## config.mk

```make
export PLATFORM = sky130hd
export DESIGN_NAME = rtc_alarm_match_interrupt
export DESIGN_NICKNAME = d
export VERILOG_FILES = /design/src/hdl/rtc_alarm_pkg.sv /design/src/hdl/alarm_match.sv /design/src/hdl/rtc_alarm_match_interrupt.sv
export SDC_FILE = /design/constraint.sdc
export NUM_CORES = 1
export LEC_CHECK = 0
export BUFFER_PORTS_ARGS = -buffer_cell sky130_fd_sc_hd__buf_2
export CAP_MARGIN = 20
export CORE_MARGIN = 10
export CORE_UTILIZATION = 47
export DETAILED_ROUTE_END_ITERATION = 7
export GPL_TIMING_DRIVEN = 0
export PLACE_DENSITY = 0.8
export RECOVER_POWER = 50
export SYNTH_ARGS = -nofsm -noshare
export SYNTH_HDL_FRONTEND = slang
export SYNTH_SLANG_ARGS = --single-unit
```

## constraint.sdc

```tcl
create_clock -name clock_i -period 1.3 [get_ports clock_i]
set_input_delay 0.065 -clock clock_i [delete_from_list [all_inputs] [get_ports clock_i]]
set_output_delay 0.065 -clock clock_i [all_outputs]
set_load 0.01 [all_outputs]
```

## src/hdl/rtc_alarm_pkg.sv

```systemverilog
`default_nettype none

package rtc_alarm_pkg;

  // register offsets
  localparam logic [3:0] OFS_MINUTE_COUNTER = 4'h1;
  localparam logic [3:0] OFS_HOUR_COUNTER = 4'h2;
  localparam logic [3:0] OFS_WEEKDAY_COUNTER = 4'h3;
  localparam logic [3:0] OFS_DATE_COUNTER = 4'h4;
  localparam logic [3:0] OFS_MINUTE_ALARM = 4'h8;
  localparam logic [3:0] OFS_HOUR_ALARM = 4'h9;
  localparam logic [3:0] OFS_WEEKDAY_OR_DATE_ALARM = 4'hA;
  localparam logic [3:0] OFS_EXTENSION_CONTROL = 4'hD;
  localparam logic [3:0] OFS_EVENT_FLAGS = 4'hE;
  localparam logic [3:0] OFS_MAIN_CONTROL = 4'hF;

  // field positions
  localparam int unsigned ALARM_COMPARE_DISABLE_BIT = 7;
  localparam int unsigned WEEKDAY_OR_DATE_SELECT_BIT = 6;
  localparam int unsigned ALARM_FLAG_BIT = 3;
  localparam int unsigned TIMER_EVENT_FLAG_BIT = 4;
  localparam int unsigned UPDATE_EVENT_FLAG_BIT = 5;
  localparam int unsigned LOW_VOLTAGE_FLAG_BIT = 1;
  localparam int unsigned ALARM_IRQ_ENABLE_BIT = 3;
  localparam int unsigned STOP_BIT = 1;
  localparam int unsigned RESET_CTRL_BIT = 0;

  // implemented bit masks; other bits ignore writes and read zero
  localparam logic [7:0] COUNTER_MINUTE_MASK = 8'h7F;
  localparam logic [7:0] COUNTER_HOUR_MASK = 8'h3F;
  localparam logic [7:0] COUNTER_WEEKDAY_MASK = 8'h7F;
  localparam logic [7:0] COUNTER_DATE_MASK = 8'h3F;
  localparam logic [7:0] EXTENSION_MASK = 8'hF3;
  localparam logic [7:0] FLAGS_MASK = 8'h3A;
  localparam logic [7:0] CONTROL_MASK = 8'h3B;

  // reset values
  localparam logic [7:0] ALARM_RESET = 8'h00;
  localparam logic [7:0] EXTENSION_RESET = 8'h00;
  localparam logic [7:0] CONTROL_RESET = 8'h00;

endpackage : rtc_alarm_pkg

`default_nettype wire

```

## src/hdl/alarm_match.sv

```systemverilog
`timescale 1ns/1ps
`default_nettype none

// combinational comparison of alarm registers against the time counters
module alarm_match (
  // alarm registers
  input wire logic [7:0] minute_alarm_i,
  input wire logic [7:0] hour_alarm_i,
  input wire logic [7:0] weekday_or_date_alarm_i,
  input wire logic weekday_or_date_select_i,
  // current time
  input wire logic [7:0] minute_i,
  input wire logic [7:0] hour_i,
  input wire logic [7:0] weekday_i,
  input wire logic [7:0] date_i,
  // result
  output logic match_o
);
  import rtc_alarm_pkg::*;

  // a field matches when it is disabled or equal under its mask
  function automatic logic field_hit(input logic [7:0] alarm,
                                     input logic [7:0] now,
                                     input logic [7:0] mask);
    field_hit = alarm[ALARM_COMPARE_DISABLE_BIT] ||
                ((alarm & mask) == (now & mask));
  endfunction : field_hit

  logic min_hit;
  logic hour_hit;
  logic day_hit;

  always_comb begin
    min_hit = field_hit(minute_alarm_i, minute_i, COUNTER_MINUTE_MASK);
    hour_hit = field_hit(hour_alarm_i, hour_i, COUNTER_HOUR_MASK);
    if (weekday_or_date_alarm_i[ALARM_COMPARE_DISABLE_BIT]) begin
      day_hit = 1'b1;
    end else if (weekday_or_date_select_i) begin
      // date as bcd, weekday view ignored
      day_hit = field_hit(weekday_or_date_alarm_i, date_i,
                          COUNTER_DATE_MASK);
    end else begin
      // any selected weekday bit may hit
      day_hit = |(weekday_or_date_alarm_i & weekday_i &
                  COUNTER_WEEKDAY_MASK);
    end
    match_o = min_hit && hour_hit && day_hit;
  end

endmodule : alarm_match

`default_nettype wire

```

## src/hdl/rtc_alarm_match_interrupt.sv

```systemverilog
`timescale 1ns/1ps
`default_nettype none

// Summary of operation
// Select bit 0: shared alarm register is a weekday mask.
// Select bit 1: shared alarm register is a BCD date.
// Weekday mode: any set weekday bit among bits 0-6 may match.
// Minute, hour, date alarms are BCD values compared with counters.
// A register with its compare-disable bit set is left out.
// Writing 80h to the day register compares hour and minute only.
// All three disable bits set: an event every minute.
// Enabled fields matching the time set the alarm flag.
// Alarm flag stays 1 until software writes 0.
// Writing 1 to the alarm flag has no effect.
// Clearing the flag while the line is low releases it.
// Enable at 1: event pulls the line low until flag clears.
// Enable at 0: line not driven; clearing enable releases it.
// Line is shared; other sources may pull it low.
// Stop or reset control bit set: no alarm events.
// Host should clear the enable before programming alarms.
// Unused alarm registers may be storage with the enable kept 0.
// Bit 6 of the hour alarm, and of the day alarm in date mode, is free storage.
// Unused bits of time, flag, control registers read zero.
// An alarm equal to present time waits for the next advance.
// Comparison is evaluated once per minute advance.
module rtc_alarm_match_interrupt (
  // clock and reset
  input wire logic clock_i,
  input wire logic sys_rst_i,
  // register port
  input wire logic [3:0] reg_addr_i,
  input wire logic reg_we_i,
  input wire logic [7:0] reg_wdata_i,
  output logic [7:0] reg_rdata_o,
  // timekeeping core
  input wire logic [7:0] minute_i,
  input wire logic [7:0] hour_i,
  input wire logic [7:0] weekday_i,
  input wire logic [7:0] date_i,
  input wire logic minute_advance_i,
  input wire logic update_event_flag_i,
  input wire logic timer_event_flag_i,
  input wire logic low_voltage_flag_i,
  output logic stop_o,
  output logic reset_ctrl_o,
  output logic [7:0] extension_o,
  // open-drain interrupt line
  output logic int_n_o,
  output logic int_n_oe_o
);
  import rtc_alarm_pkg::*;

  logic [7:0] minute_alarm_q;
  logic [7:0] minute_alarm_d;
  logic [7:0] hour_alarm_q;
  logic [7:0] hour_alarm_d;
  logic [7:0] day_alarm_q;
  logic [7:0] day_alarm_d;
  logic [7:0] extension_q;
  logic [7:0] extension_d;
  logic [7:0] control_q;
  logic [7:0] control_d;
  logic alarm_flag_q;
  logic alarm_flag_d;
  logic int_oe_q;
  logic int_oe_d;
  logic [7:0] rdata_q;
  logic [7:0] rdata_d;

  logic match;
  logic alarm_event;
  logic halted;
  logic flag_wr;

  alarm_match u_match (
    .minute_alarm_i(minute_alarm_q),
    .hour_alarm_i(hour_alarm_q),
    .weekday_or_date_alarm_i(day_alarm_q),
    .weekday_or_date_select_i(extension_q[WEEKDAY_OR_DATE_SELECT_BIT]),
    .minute_i(minute_i),
    .hour_i(hour_i),
    .weekday_i(weekday_i),
    .date_i(date_i),
    .match_o(match)
  );

  // event detection and alarm flag
  always_comb begin
    halted = control_q[STOP_BIT] || control_q[RESET_CTRL_BIT];
    // only a cycle with minute_advance_i high counts, never a held match
    alarm_event = minute_advance_i && match && !halted;
    flag_wr = reg_we_i && (reg_addr_i == OFS_EVENT_FLAGS);
    alarm_flag_d = alarm_flag_q;
    if (flag_wr && !reg_wdata_i[ALARM_FLAG_BIT]) begin
      alarm_flag_d = 1'b0;
    end
    if (alarm_event) begin
      alarm_flag_d = 1'b1;
    end
  end

  // register writes
  always_comb begin
    minute_alarm_d = minute_alarm_q;
    hour_alarm_d = hour_alarm_q;
    day_alarm_d = day_alarm_q;
    extension_d = extension_q;
    control_d = control_q;
    if (reg_we_i) begin
      case (reg_addr_i)
        OFS_MINUTE_ALARM: minute_alarm_d = reg_wdata_i;
        OFS_HOUR_ALARM: hour_alarm_d = reg_wdata_i;
        OFS_WEEKDAY_OR_DATE_ALARM: day_alarm_d = reg_wdata_i;
        OFS_EXTENSION_CONTROL: extension_d = reg_wdata_i & EXTENSION_MASK;
        OFS_MAIN_CONTROL: control_d = reg_wdata_i & CONTROL_MASK;
        default: begin
        end
      endcase
    end
  end

  // interrupt drive and read data
  always_comb begin
    // line held low while flag and enable are both set
    int_oe_d = alarm_flag_d &&
               control_d[ALARM_IRQ_ENABLE_BIT];
    rdata_d = 8'h00;
    case (reg_addr_i)
      OFS_MINUTE_COUNTER: rdata_d = minute_i & COUNTER_MINUTE_MASK;
      OFS_HOUR_COUNTER: rdata_d = hour_i & COUNTER_HOUR_MASK;
      OFS_WEEKDAY_COUNTER: rdata_d = weekday_i & COUNTER_WEEKDAY_MASK;
      OFS_DATE_COUNTER: rdata_d = date_i & COUNTER_DATE_MASK;
      OFS_MINUTE_ALARM: rdata_d = minute_alarm_q;
      OFS_HOUR_ALARM: rdata_d = hour_alarm_q;
      OFS_WEEKDAY_OR_DATE_ALARM: rdata_d = day_alarm_q;
      OFS_EXTENSION_CONTROL: rdata_d = extension_q;
      OFS_EVENT_FLAGS: begin
        rdata_d[UPDATE_EVENT_FLAG_BIT] = update_event_flag_i;
        rdata_d[TIMER_EVENT_FLAG_BIT] = timer_event_flag_i;
        rdata_d[ALARM_FLAG_BIT] = alarm_flag_q;
        rdata_d[LOW_VOLTAGE_FLAG_BIT] = low_voltage_flag_i;
      end
      OFS_MAIN_CONTROL: rdata_d = control_q;
      default: rdata_d = 8'h00;
    endcase
  end

  always_ff @(posedge clock_i) begin
    if (sys_rst_i) begin
      minute_alarm_q <= ALARM_RESET;
      hour_alarm_q <= ALARM_RESET;
      day_alarm_q <= ALARM_RESET;
      extension_q <= EXTENSION_RESET;
      control_q <= CONTROL_RESET;
      alarm_flag_q <= 1'b0;
      int_oe_q <= 1'b0;
      rdata_q <= 8'h00;
    end else begin
      minute_alarm_q <= minute_alarm_d;
      hour_alarm_q <= hour_alarm_d;
      day_alarm_q <= day_alarm_d;
      extension_q <= extension_d;
      control_q <= control_d;
      alarm_flag_q <= alarm_flag_d;
      int_oe_q <= int_oe_d;
      rdata_q <= rdata_d;
    end
  end

  assign reg_rdata_o = rdata_q;
  assign stop_o = control_q[STOP_BIT];
  assign reset_ctrl_o = control_q[RESET_CTRL_BIT];
  assign extension_o = extension_q;
  assign int_n_o = 1'b0;
  assign int_n_oe_o = int_oe_q;

  // field comparisons rebuilt from the register layout for the checks
  logic minute_ok;
  logic hour_ok;
  logic date_equal;
  logic weekday_any;

  always_comb begin
    minute_ok = minute_alarm_q[ALARM_COMPARE_DISABLE_BIT] ||
      (((minute_alarm_q ^ minute_i) & COUNTER_MINUTE_MASK) == 8'h00);
    hour_ok = hour_alarm_q[ALARM_COMPARE_DISABLE_BIT] ||
      (((hour_alarm_q ^ hour_i) & COUNTER_HOUR_MASK) == 8'h00);
    date_equal = ((day_alarm_q ^ date_i) & COUNTER_DATE_MASK) == 8'h00;
    weekday_any = (day_alarm_q & weekday_i & COUNTER_WEEKDAY_MASK) != 8'h00;
  end
endmodule : rtc_alarm_match_interrupt

`default_nettype wire

```

==> impl_metrics.ini, run 1 <==
[sta]
tns_ns = -1.20
fmax_ghz = 0.654
holdWs_ns = 0.00438
grt_setup_unrepaired = yes
setup_viol = 11
max_slew.worst_pin.slew_ns = 0.575
finalCritPeriodShare_pct = 118
setup_slack_ns = -0.230
finalHoldViolCount = 0
slew_viol_final = 0
final.min_clock_period_ns = 1.53
maxSlewHeadroom_pct = 61.6
finClkSkew_ns = 0.0107

[critical_path]
r2r_start = minute_alarm_q[1]
crit_chain = xor2_1 -> nor4_2 -> a41oi_2 -> o31a_1 -> and3b_1
cp-start-kind = flop
endpoint_kind = flop
crit_start = minute_alarm_q[1]
arrival_ns = 1.79
crit_path_max_incr_delay_ns = 0.34
worst-setup-path-type = flop to flop
worst-endpoint-required_ns = 1.56
cpMaxStageDelayCell = dfxtp_2
crit_fanout = 2

[global_route]
grt_max_degree = 15
grt_pass1_vias = 2704
grt_pass1_wl_um = 14300
antenna_found_initial = 0
grt_usage_pct = 20.7
overflow = 0

[routing]
drtIter0Drc = 321
ant_nets = 0
via_count = 2648
routedWlPerCell_um = 20.8
drtPass1Iterations = 5
wirelength_um = 9020
vias_per_cell = 6.12
post-route-drc-count = 0

[floorplanning]
std_cell_rows = 26
ios = 71
die_area_mm2 = 0.00882
fp.dieW_um = 93.9
core-area_mm2 = 0.00520
start_util_pct = 49.3
die_y_um = 93.9

[min_path]
hold_path.class = primary input to flop
hold_start = sys_rst_i

[synthesis]
ys_ff_latch = 45
async_flop_share_pct = 0
netlist_area_mm2 = 0.00257
yosys.area.top_type = dfxtp_1
dominantRegCellSynth = dfxtp_1
synth-edff-count = 0
synthCells = 293
synth_area_leaders = dfxtp_1 (35%), mux2i_1 (15%), nor2_1 (6.6%)
yosys_warnings = 0
synth_sequential_area_ratio_pct = 35.1
synthDistinctLibCells = 50
syn_avg_cell_area_um2 = 8.76
synth_commonest_cells = dfxtp_1 (45), nor2_1 (45), mux2i_1 (38)
yosysTopAreaCellShare_pct = 35.1

[clock_tree]
clk_latency_ns = 0.31
path_clk_slew_ns = 0.10
cts_tree = built
cts_sinks = 45
cts_max_path_buffers = 2
cts_max_level = 2
cts-root-buf = clkbuf_8
numCtsBuffers = 5

[job]
cap_viol_max_count = 0

[finish]
diodes = 0
drive_above_1_share_pct = 23.1
fin_util_pct = 58.8
instances_no_fill = 433
syn2layout_area_growth_pct = 19.4
nets = 413

[outcome]
failed_checks = negative setup slack
status = finished with violations

[power]
ir_drop_mv = 0.541
power_density_mw_per_mm2 = 917
leakage_uw = 0.00118

[placed_design]
place_hpwl_um = 7070
place_inst = 424
port_buffers = 59
place.gp.congestion = 0.970
worst paths after layout:
path,end,slack (ns),cells past startpoint
setup / recovery,int_n_oe_o,-0.23,5
hold / removal,control_q[3],0.004,2
setup reg to reg,int_n_oe_o,-0.23,5
hold reg to reg,control_q[4],0.49,2
cells by family after synthesis:
| family | share of synthesized area (%) |
|---|---|
| flip-flops | 35.1 |
| XOR/XNOR | 6.48 |
| other | 0.146 |
| multiplexers | 16.6 |
| AND/OR/NAND/NOR | 19.2 |
| AO/OA/AOI/OAI | 17.8 |
| buffers and inverters | 4.68 |
layout make-up:
type | instances | area (µm²)
plain buffers | 20 | 109
repair buffers | 60 | 282
clock buffers | 6 | 72.6
inverters | 3 | 11.3
multi-input cells | 227 | 1580
flip-flops and latches | 45 | 907
fillers | 504 | 2140
clock inverters | 2 | 15.0
well taps | 70 | 87.6
sequential cells by signal, indices dropped and copies added, names as in the netlist:
signal	count
alarm_flag_q	1
reg_rdata_o	8
hour_alarm_q	8
minute_alarm_q	8
control_q	5
extension_o	6
int_n_oe_o	1
day_alarm_q	8
worst max-delay path, delay by kind of cell, from the launching register on:
kind | cells | cell delay, ns
simple gates | 2 | 0.50
xor+xnor | 1 | 0.16
flops | 1 | 0.34
compound gates | 2 | 0.48
power breakdown:
| part | internal (µW) | leakage [µW] | total (µW) | switching, µW |
|---|---|---|---|---|
| Clock | 380 | 0.0000374 | 917 | 537 |
| Sequential | 1400 | 0.000366 | 1420 | 18.4 |
| Combinational | 180 | 0.000774 | 474 | 294 |
routing by layer:
layer	up-vias	track usage, %	part of all wire (%)
li1	1198	-	-
met1	1229	26.3	42
met2	178	30.7	43
met3	43	5.36	9.7
met4	0	12.4	5.1
met5	-	0	0
placed cells by master, fill, tap and decap left out, types with 4 or more instances in the layout:
master    Yosys  layout
buf_2         8      49
nor2_1       45      45
dfxtp_1      45      40
mux2i_1      38      38
clkbuf_1      5      23
nand2_1      14      14
a21oi_1      13      12
xor2_1       11      11
a22oi_1      11       9
xnor2_1       8       8
o21ai_0       8       8
buf_4         6       7
nand3_1       7       7
a32o_1        7       7
nor2b_1       5       5
clkbuf_8      0       5
dfxtp_2       0       5
mux2_1        4       4
a21o_1        4       4
stage by stage:
step                      worst slack, ns  total power, µW  instance area (µm²)
after global placement             -0.247             1900                 2960
after global routing               -0.323             2900                 3060
final                              -0.230             2810                 3060
after floorplan                   -0.0654             1710                 2580
after detailed placement           -0.252             1910                 2960
after CTS                          -0.234             2780                 3060
repair_timing:
action / in CTS / in global routing
setup endpoints to repair: 3 / 6
hold buffers: 0 / 0
buffers inserted: 1 / 0
pin swaps: 3 / 2
gates resized for setup: 2 / 10
No activity file was read; power rests on OpenSTA's default activity.
==> run 2: changes to the inputs <==
- CORE_UTILIZATION: 47 -> 52
- PLACE_DENSITY: 0.8 -> 0.83
- clock period: 1.3 -> 1.74 ns (I/O delays scaled with it)
==> run 2 against run 1 <==
The run now ends clean. Core utilization up 4.8 points. Largest power group unchanged. Setup slack better by 0.39 ns. Count of clock-buffer cells in the layout unchanged. Wire length decreased by 1.9%. Sequential share of layout area is 0.17 points higher. Clock skew decreased by 0.00074 ns. Total power decreased by 21%. Register-to-register slack improved by 0.39 ns. Die area is 7.6% lower. Maximum frequency fell by 3.0%. Critical path type unchanged.
==> impl_metrics.ini, run 2 (synthesis results as in run 1) <==
[outcome]
status = finished, final reports clean

[sta]
grt_setup_unrepaired = no
finClkSkew_ns = 0.00998
tns_ns = 0
final.min_clock_period_ns = 1.58
finalCritPeriodShare_pct = 90.7
finalHoldViolCount = 0
fmax_ghz = 0.634
setup_slack_ns = 0.163
setup_viol = 0
max_slew.worst_pin.slew_ns = 0.920
slew_viol_final = 0
maxSlewHeadroom_pct = 38.5

[finish]
syn2layout_area_growth_pct = 17.8
final_common_cell = buf_2
diodes = 0
final_cell_mix = buf_2 (49), nor2_1 (47), dfxtp_1 (45)
drive_above_1_share_pct = 19.1
nets = 412

[routing]
post-route-drc-count = 0
wirelength_um = 8850
drtPass1Iterations = 6
via_count = 2646
routedWlPerCell_um = 20.6
drtIter0Drc = 352
ant_nets = 0
vias_per_cell = 6.17

[floorplanning]
die_y_um = 90.3
core-area_mm2 = 0.00475
std_cell_rows = 25
ios = 71
start_util_pct = 54.0
die_area_mm2 = 0.00815
fp.dieW_um = 90.3

[critical_path]
crit_start = minute_alarm_q[4]
worst-setup-path-type = flop to flop
cp-start-kind = flop
endpoint_kind = flop
crit_fanout = 3
worst-endpoint-required_ns = 1.99
r2r_start = minute_alarm_q[4]
reg2reg_depth = 5
arrival_ns = 1.83

[clock_tree]
cts_sinks = 45
post_cts_buffers = 0
numCtsBuffers = 5
cts-root-buf = clkbuf_8
cts_resized = 0
cts_max_path_buffers = 2
clk_latency_ns = 0.30
postCtsHoldBufs = 0
cts_max_level = 2
cts_tree = built
path_clk_slew_ns = 0.09

[placed_design]
port_buffers = 59
post-place-ws_ns = 0.147
place.gp.congestion = 0.954
place_hpwl_um = 6910

[power]
switchingPower_uw = 605
power.internal_uw = 1610
power_density_mw_per_mm2 = 732
clkPwrFrac_pct = 36.5
ir_drop_mv = 0.592
switching_share_pct = 27.3
leakage_uw = 0.00118
p_seq_share_pct = 47.8
pwr-share-comb_pct = 15.7

[global_route]
antenna_found_initial = 0
grt-busiest-layer = met2
grt.met2_usage_pct = 31.6
grt_usage_pct = 20.8
grt_max_degree = 15
grt_pass1_vias = 2483
grt_util_met1_pct = 26.9
overflow = 0
met3_usage_pct = 5.57
grt_pass1_wl_um = 13700

[min_path]
hold_path.class = primary input to flop
hold_start = sys_rst_i
min_path_cells = 2

[job]
cap_viol_max_count = 0
run 2: critical path, stage by stage, from the launching register on:
cell and delay [ns]:
dfxtp_1 0.36, xor2_1 0.17, nor4_1 0.29, a41oi_1 0.18, o31a_1 0.33, and3b_1 0.21
run 2: through the flow:
step	hold WS (ns)	util, %	power [µW]	instances	area, µm²
after floorplan	0.167	-	1280	295	2570
after global placement	0.349	62.1	1420	421	2950
after detailed placement	0.358	62.1	1420	421	2950
after CTS	0.0314	64.4	2230	429	3060
after global routing	0.0238	63.6	2300	429	3020
final	0.0396	63.6	2210	429	3020
run 2: cell type report:
type	count	area [µm²]
multi-input cells	227	1540
plain buffers	20	108
repair buffers	59	274
well taps	67	83.8
clock inverters	2	38.8
inverters	3	11.3
clock buffers	6	72.6
fillers	464	1730
flip-flops and latches	45	901
run 2: per-layer routing:
layer	vias to the layer above	share of wire [%]
met3	35	10
met2	191	45
met5	-	0
met1	1225	41
li1	1195	-
met4	0	4.1
run 2: power by group through the flow:
stage	Combinational, µW	Clock [µW]	Sequential, µW
after CTS	343	826	1060
after detailed placement	342	0	1080
after floorplan	195	0	1080
after global placement	340	0	1080
final	347	809	1060
after global routing	371	873	1060
run 2: path summary, 6_finish.rpt:
kind,end,slack [ns]
setup / recovery,int_n_oe_o,0.16
hold / removal,control_q[3],0.04
setup reg to reg,int_n_oe_o,0.16
hold reg to reg,control_q[0],0.52
==> run 3: changes to the inputs <==
- SETUP_SLACK_MARGIN: not set -> 0.3
==> run 3 against run 2 <==
Total power up 0.71%. Clock skew is 0.0012 ns higher. Critical endpoint unchanged. Core utilization increased by 0.47 points. Sequential power about the same. Clock power increased by 2%. First-iteration DRC count rose by 4.8%. Register-to-register slack improved by 0.02 ns. Hold slack worse by 0.0057 ns. Global-route usage increased by 0.21 points. Final area grew 0.74%.
==> impl_metrics.ini, run 3 (synthesis results as in run 1) <==
[outcome]
status = finished, final reports clean

[finish]
instances_no_fill = 431
final_cell_mix = buf_2 (48), nor2_1 (47), dfxtp_1 (43)
drive_above_1_share_pct = 20.3
final_common_cell = buf_2
syn2layout_area_growth_pct = 18.7
fillers = 467
nets = 414
diodes = 0

[routing]
drtIter0Drc = 369
vias_per_cell = 6.04
via_count = 2605
wirelength_um = 8950
ant_nets = 0
routedWlPerCell_um = 20.8
drtPass1Iterations = 5
post-route-drc-count = 0

[floorplanning]
start_util_pct = 54.0
ios = 71
die_y_um = 90.3
fp.dieW_um = 90.3
std_cell_rows = 25
die_area_mm2 = 0.00815
core-area_mm2 = 0.00475

[global_route]
grt_usage_pct = 21.0
antenna_found_initial = 0
grt_max_degree = 15
grt_pass1_vias = 2512
grt_pass1_wl_um = 13900
overflow = 0

[min_path]
hold_start = sys_rst_i
hold_path.class = primary input to flop

[critical_path]
endpoint_kind = flop
crit_fanout = 2
crit_start = minute_alarm_q[3]
arrival_ns = 1.81
cp-start-kind = flop
worst-endpoint-required_ns = 2.00
worst-setup-path-type = flop to flop
r2r_start = minute_alarm_q[3]

[sta]
setup_viol = 0
max_slew.worst_pin.slew_ns = 0.914
slew_viol_final = 0
tns_ns = 0
finalHoldViolCount = 0
fmax_ghz = 0.643
finClkSkew_ns = 0.0112
final.min_clock_period_ns = 1.55
finalCritPeriodShare_pct = 89.3
grt_setup_unrepaired = yes
maxSlewHeadroom_pct = 38.8

[placed_design]
place_hpwl_um = 6910
place.gp.congestion = 0.954
place_inst = 421
port_buffers = 59

[power]
leakage_uw = 0.00119
pwr-share-comb_pct = 15.7
power.internal_uw = 1610
switching_share_pct = 27.8
p_seq_share_pct = 47.4
power_density_mw_per_mm2 = 732
ir_drop_mv = 0.602
switchingPower_uw = 619
clkPwrFrac_pct = 36.9
finalPower_uw = 2230

[clock_tree]
cts_max_path_buffers = 2
postCtsHoldBufs = 0
cts_tree = built
numCtsBuffers = 5
cts-root-buf = clkbuf_8
path_clk_slew_ns = 0.10
cts_sinks = 45
cts_max_level = 2
clk_latency_ns = 0.31

[job]
cap_viol_max_count = 0
==> run 3: cell types whose count changed in the layout (fill, tap and decap cells not counted), sizes merged <==
cell / change
buf: +1
clkbuf: +1
==> run 3: stage by stage <==
step	worst slack (ns)	instance area (µm²)	hold WS [ns]	util, %
CTS	0.211	3080	0.0314	64.8
global route	0.0981	3050	0.0257	64.1
floorplan	0.359	2570	0.167	-
detailed placement	0.147	2950	0.358	62.1
finish	0.186	3050	0.0339	64.1
global placement	0.131	2950	0.349	62.1
==> run 3: power by group through the flow <==
stage	Clock [µW]	Combinational, µW	Sequential (µW)
2_1_floorplan	0	195	1080
3_3_place_gp	0	340	1080
3_5_place_dp	0	342	1080
4_1_cts	826	344	1060
5_1_grt	870	374	1060
6_report	822	350	1060
==> run 3: cell type report <==
class	count	area, µm²	share of cell area [%]
well taps	67	83.8	2.75
flip-flops and latches	45	903	29.7
multi-input cells	227	1540	50.5
clock buffers	6	72.6	2.38
inverters	3	11.3	0.370
plain buffers	20	110	3.61
clock inverters	2	38.8	1.27
repair buffers	61	289	9.49
==> run 3: worst max-delay path: stages (launching register included) <==
cell and delay, ns:
dfxtp_2 0.34, xor2_1 0.16, nor4_1 0.27, a41oi_1 0.18, o31a_1 0.35, and3b_1 0.21
==> run 3: routing by layer <==
metal / vias to the layer above / GRT usage, % / wire (µm)
met5: - / 0 / 0
met4: 0 / 8.09 / 241
met3: 18 / 5.40 / 861
met2: 170 / 32.6 / 4070
met1: 1217 / 27.1 / 3780
li1: 1200 / - / -
==> run 3: repair_timing <==
action                                  CTS  global route
endpoints found under the hold margin     0             0
pin swaps                                 4             0
gates cloned                              0             0
setup buffers                             2             0
resized for setup                         2             1
endpoints found under the setup margin    2             3
==> run 3: final timing paths <==
kind	end	slack, ns	cells past startpoint
worst min-delay path	control_q[3]	0.03	2
worst max-delay path	int_n_oe_o	0.19	5
worst max register to register	int_n_oe_o	0.19	5
worst min register to register	control_q[0]	0.52	2
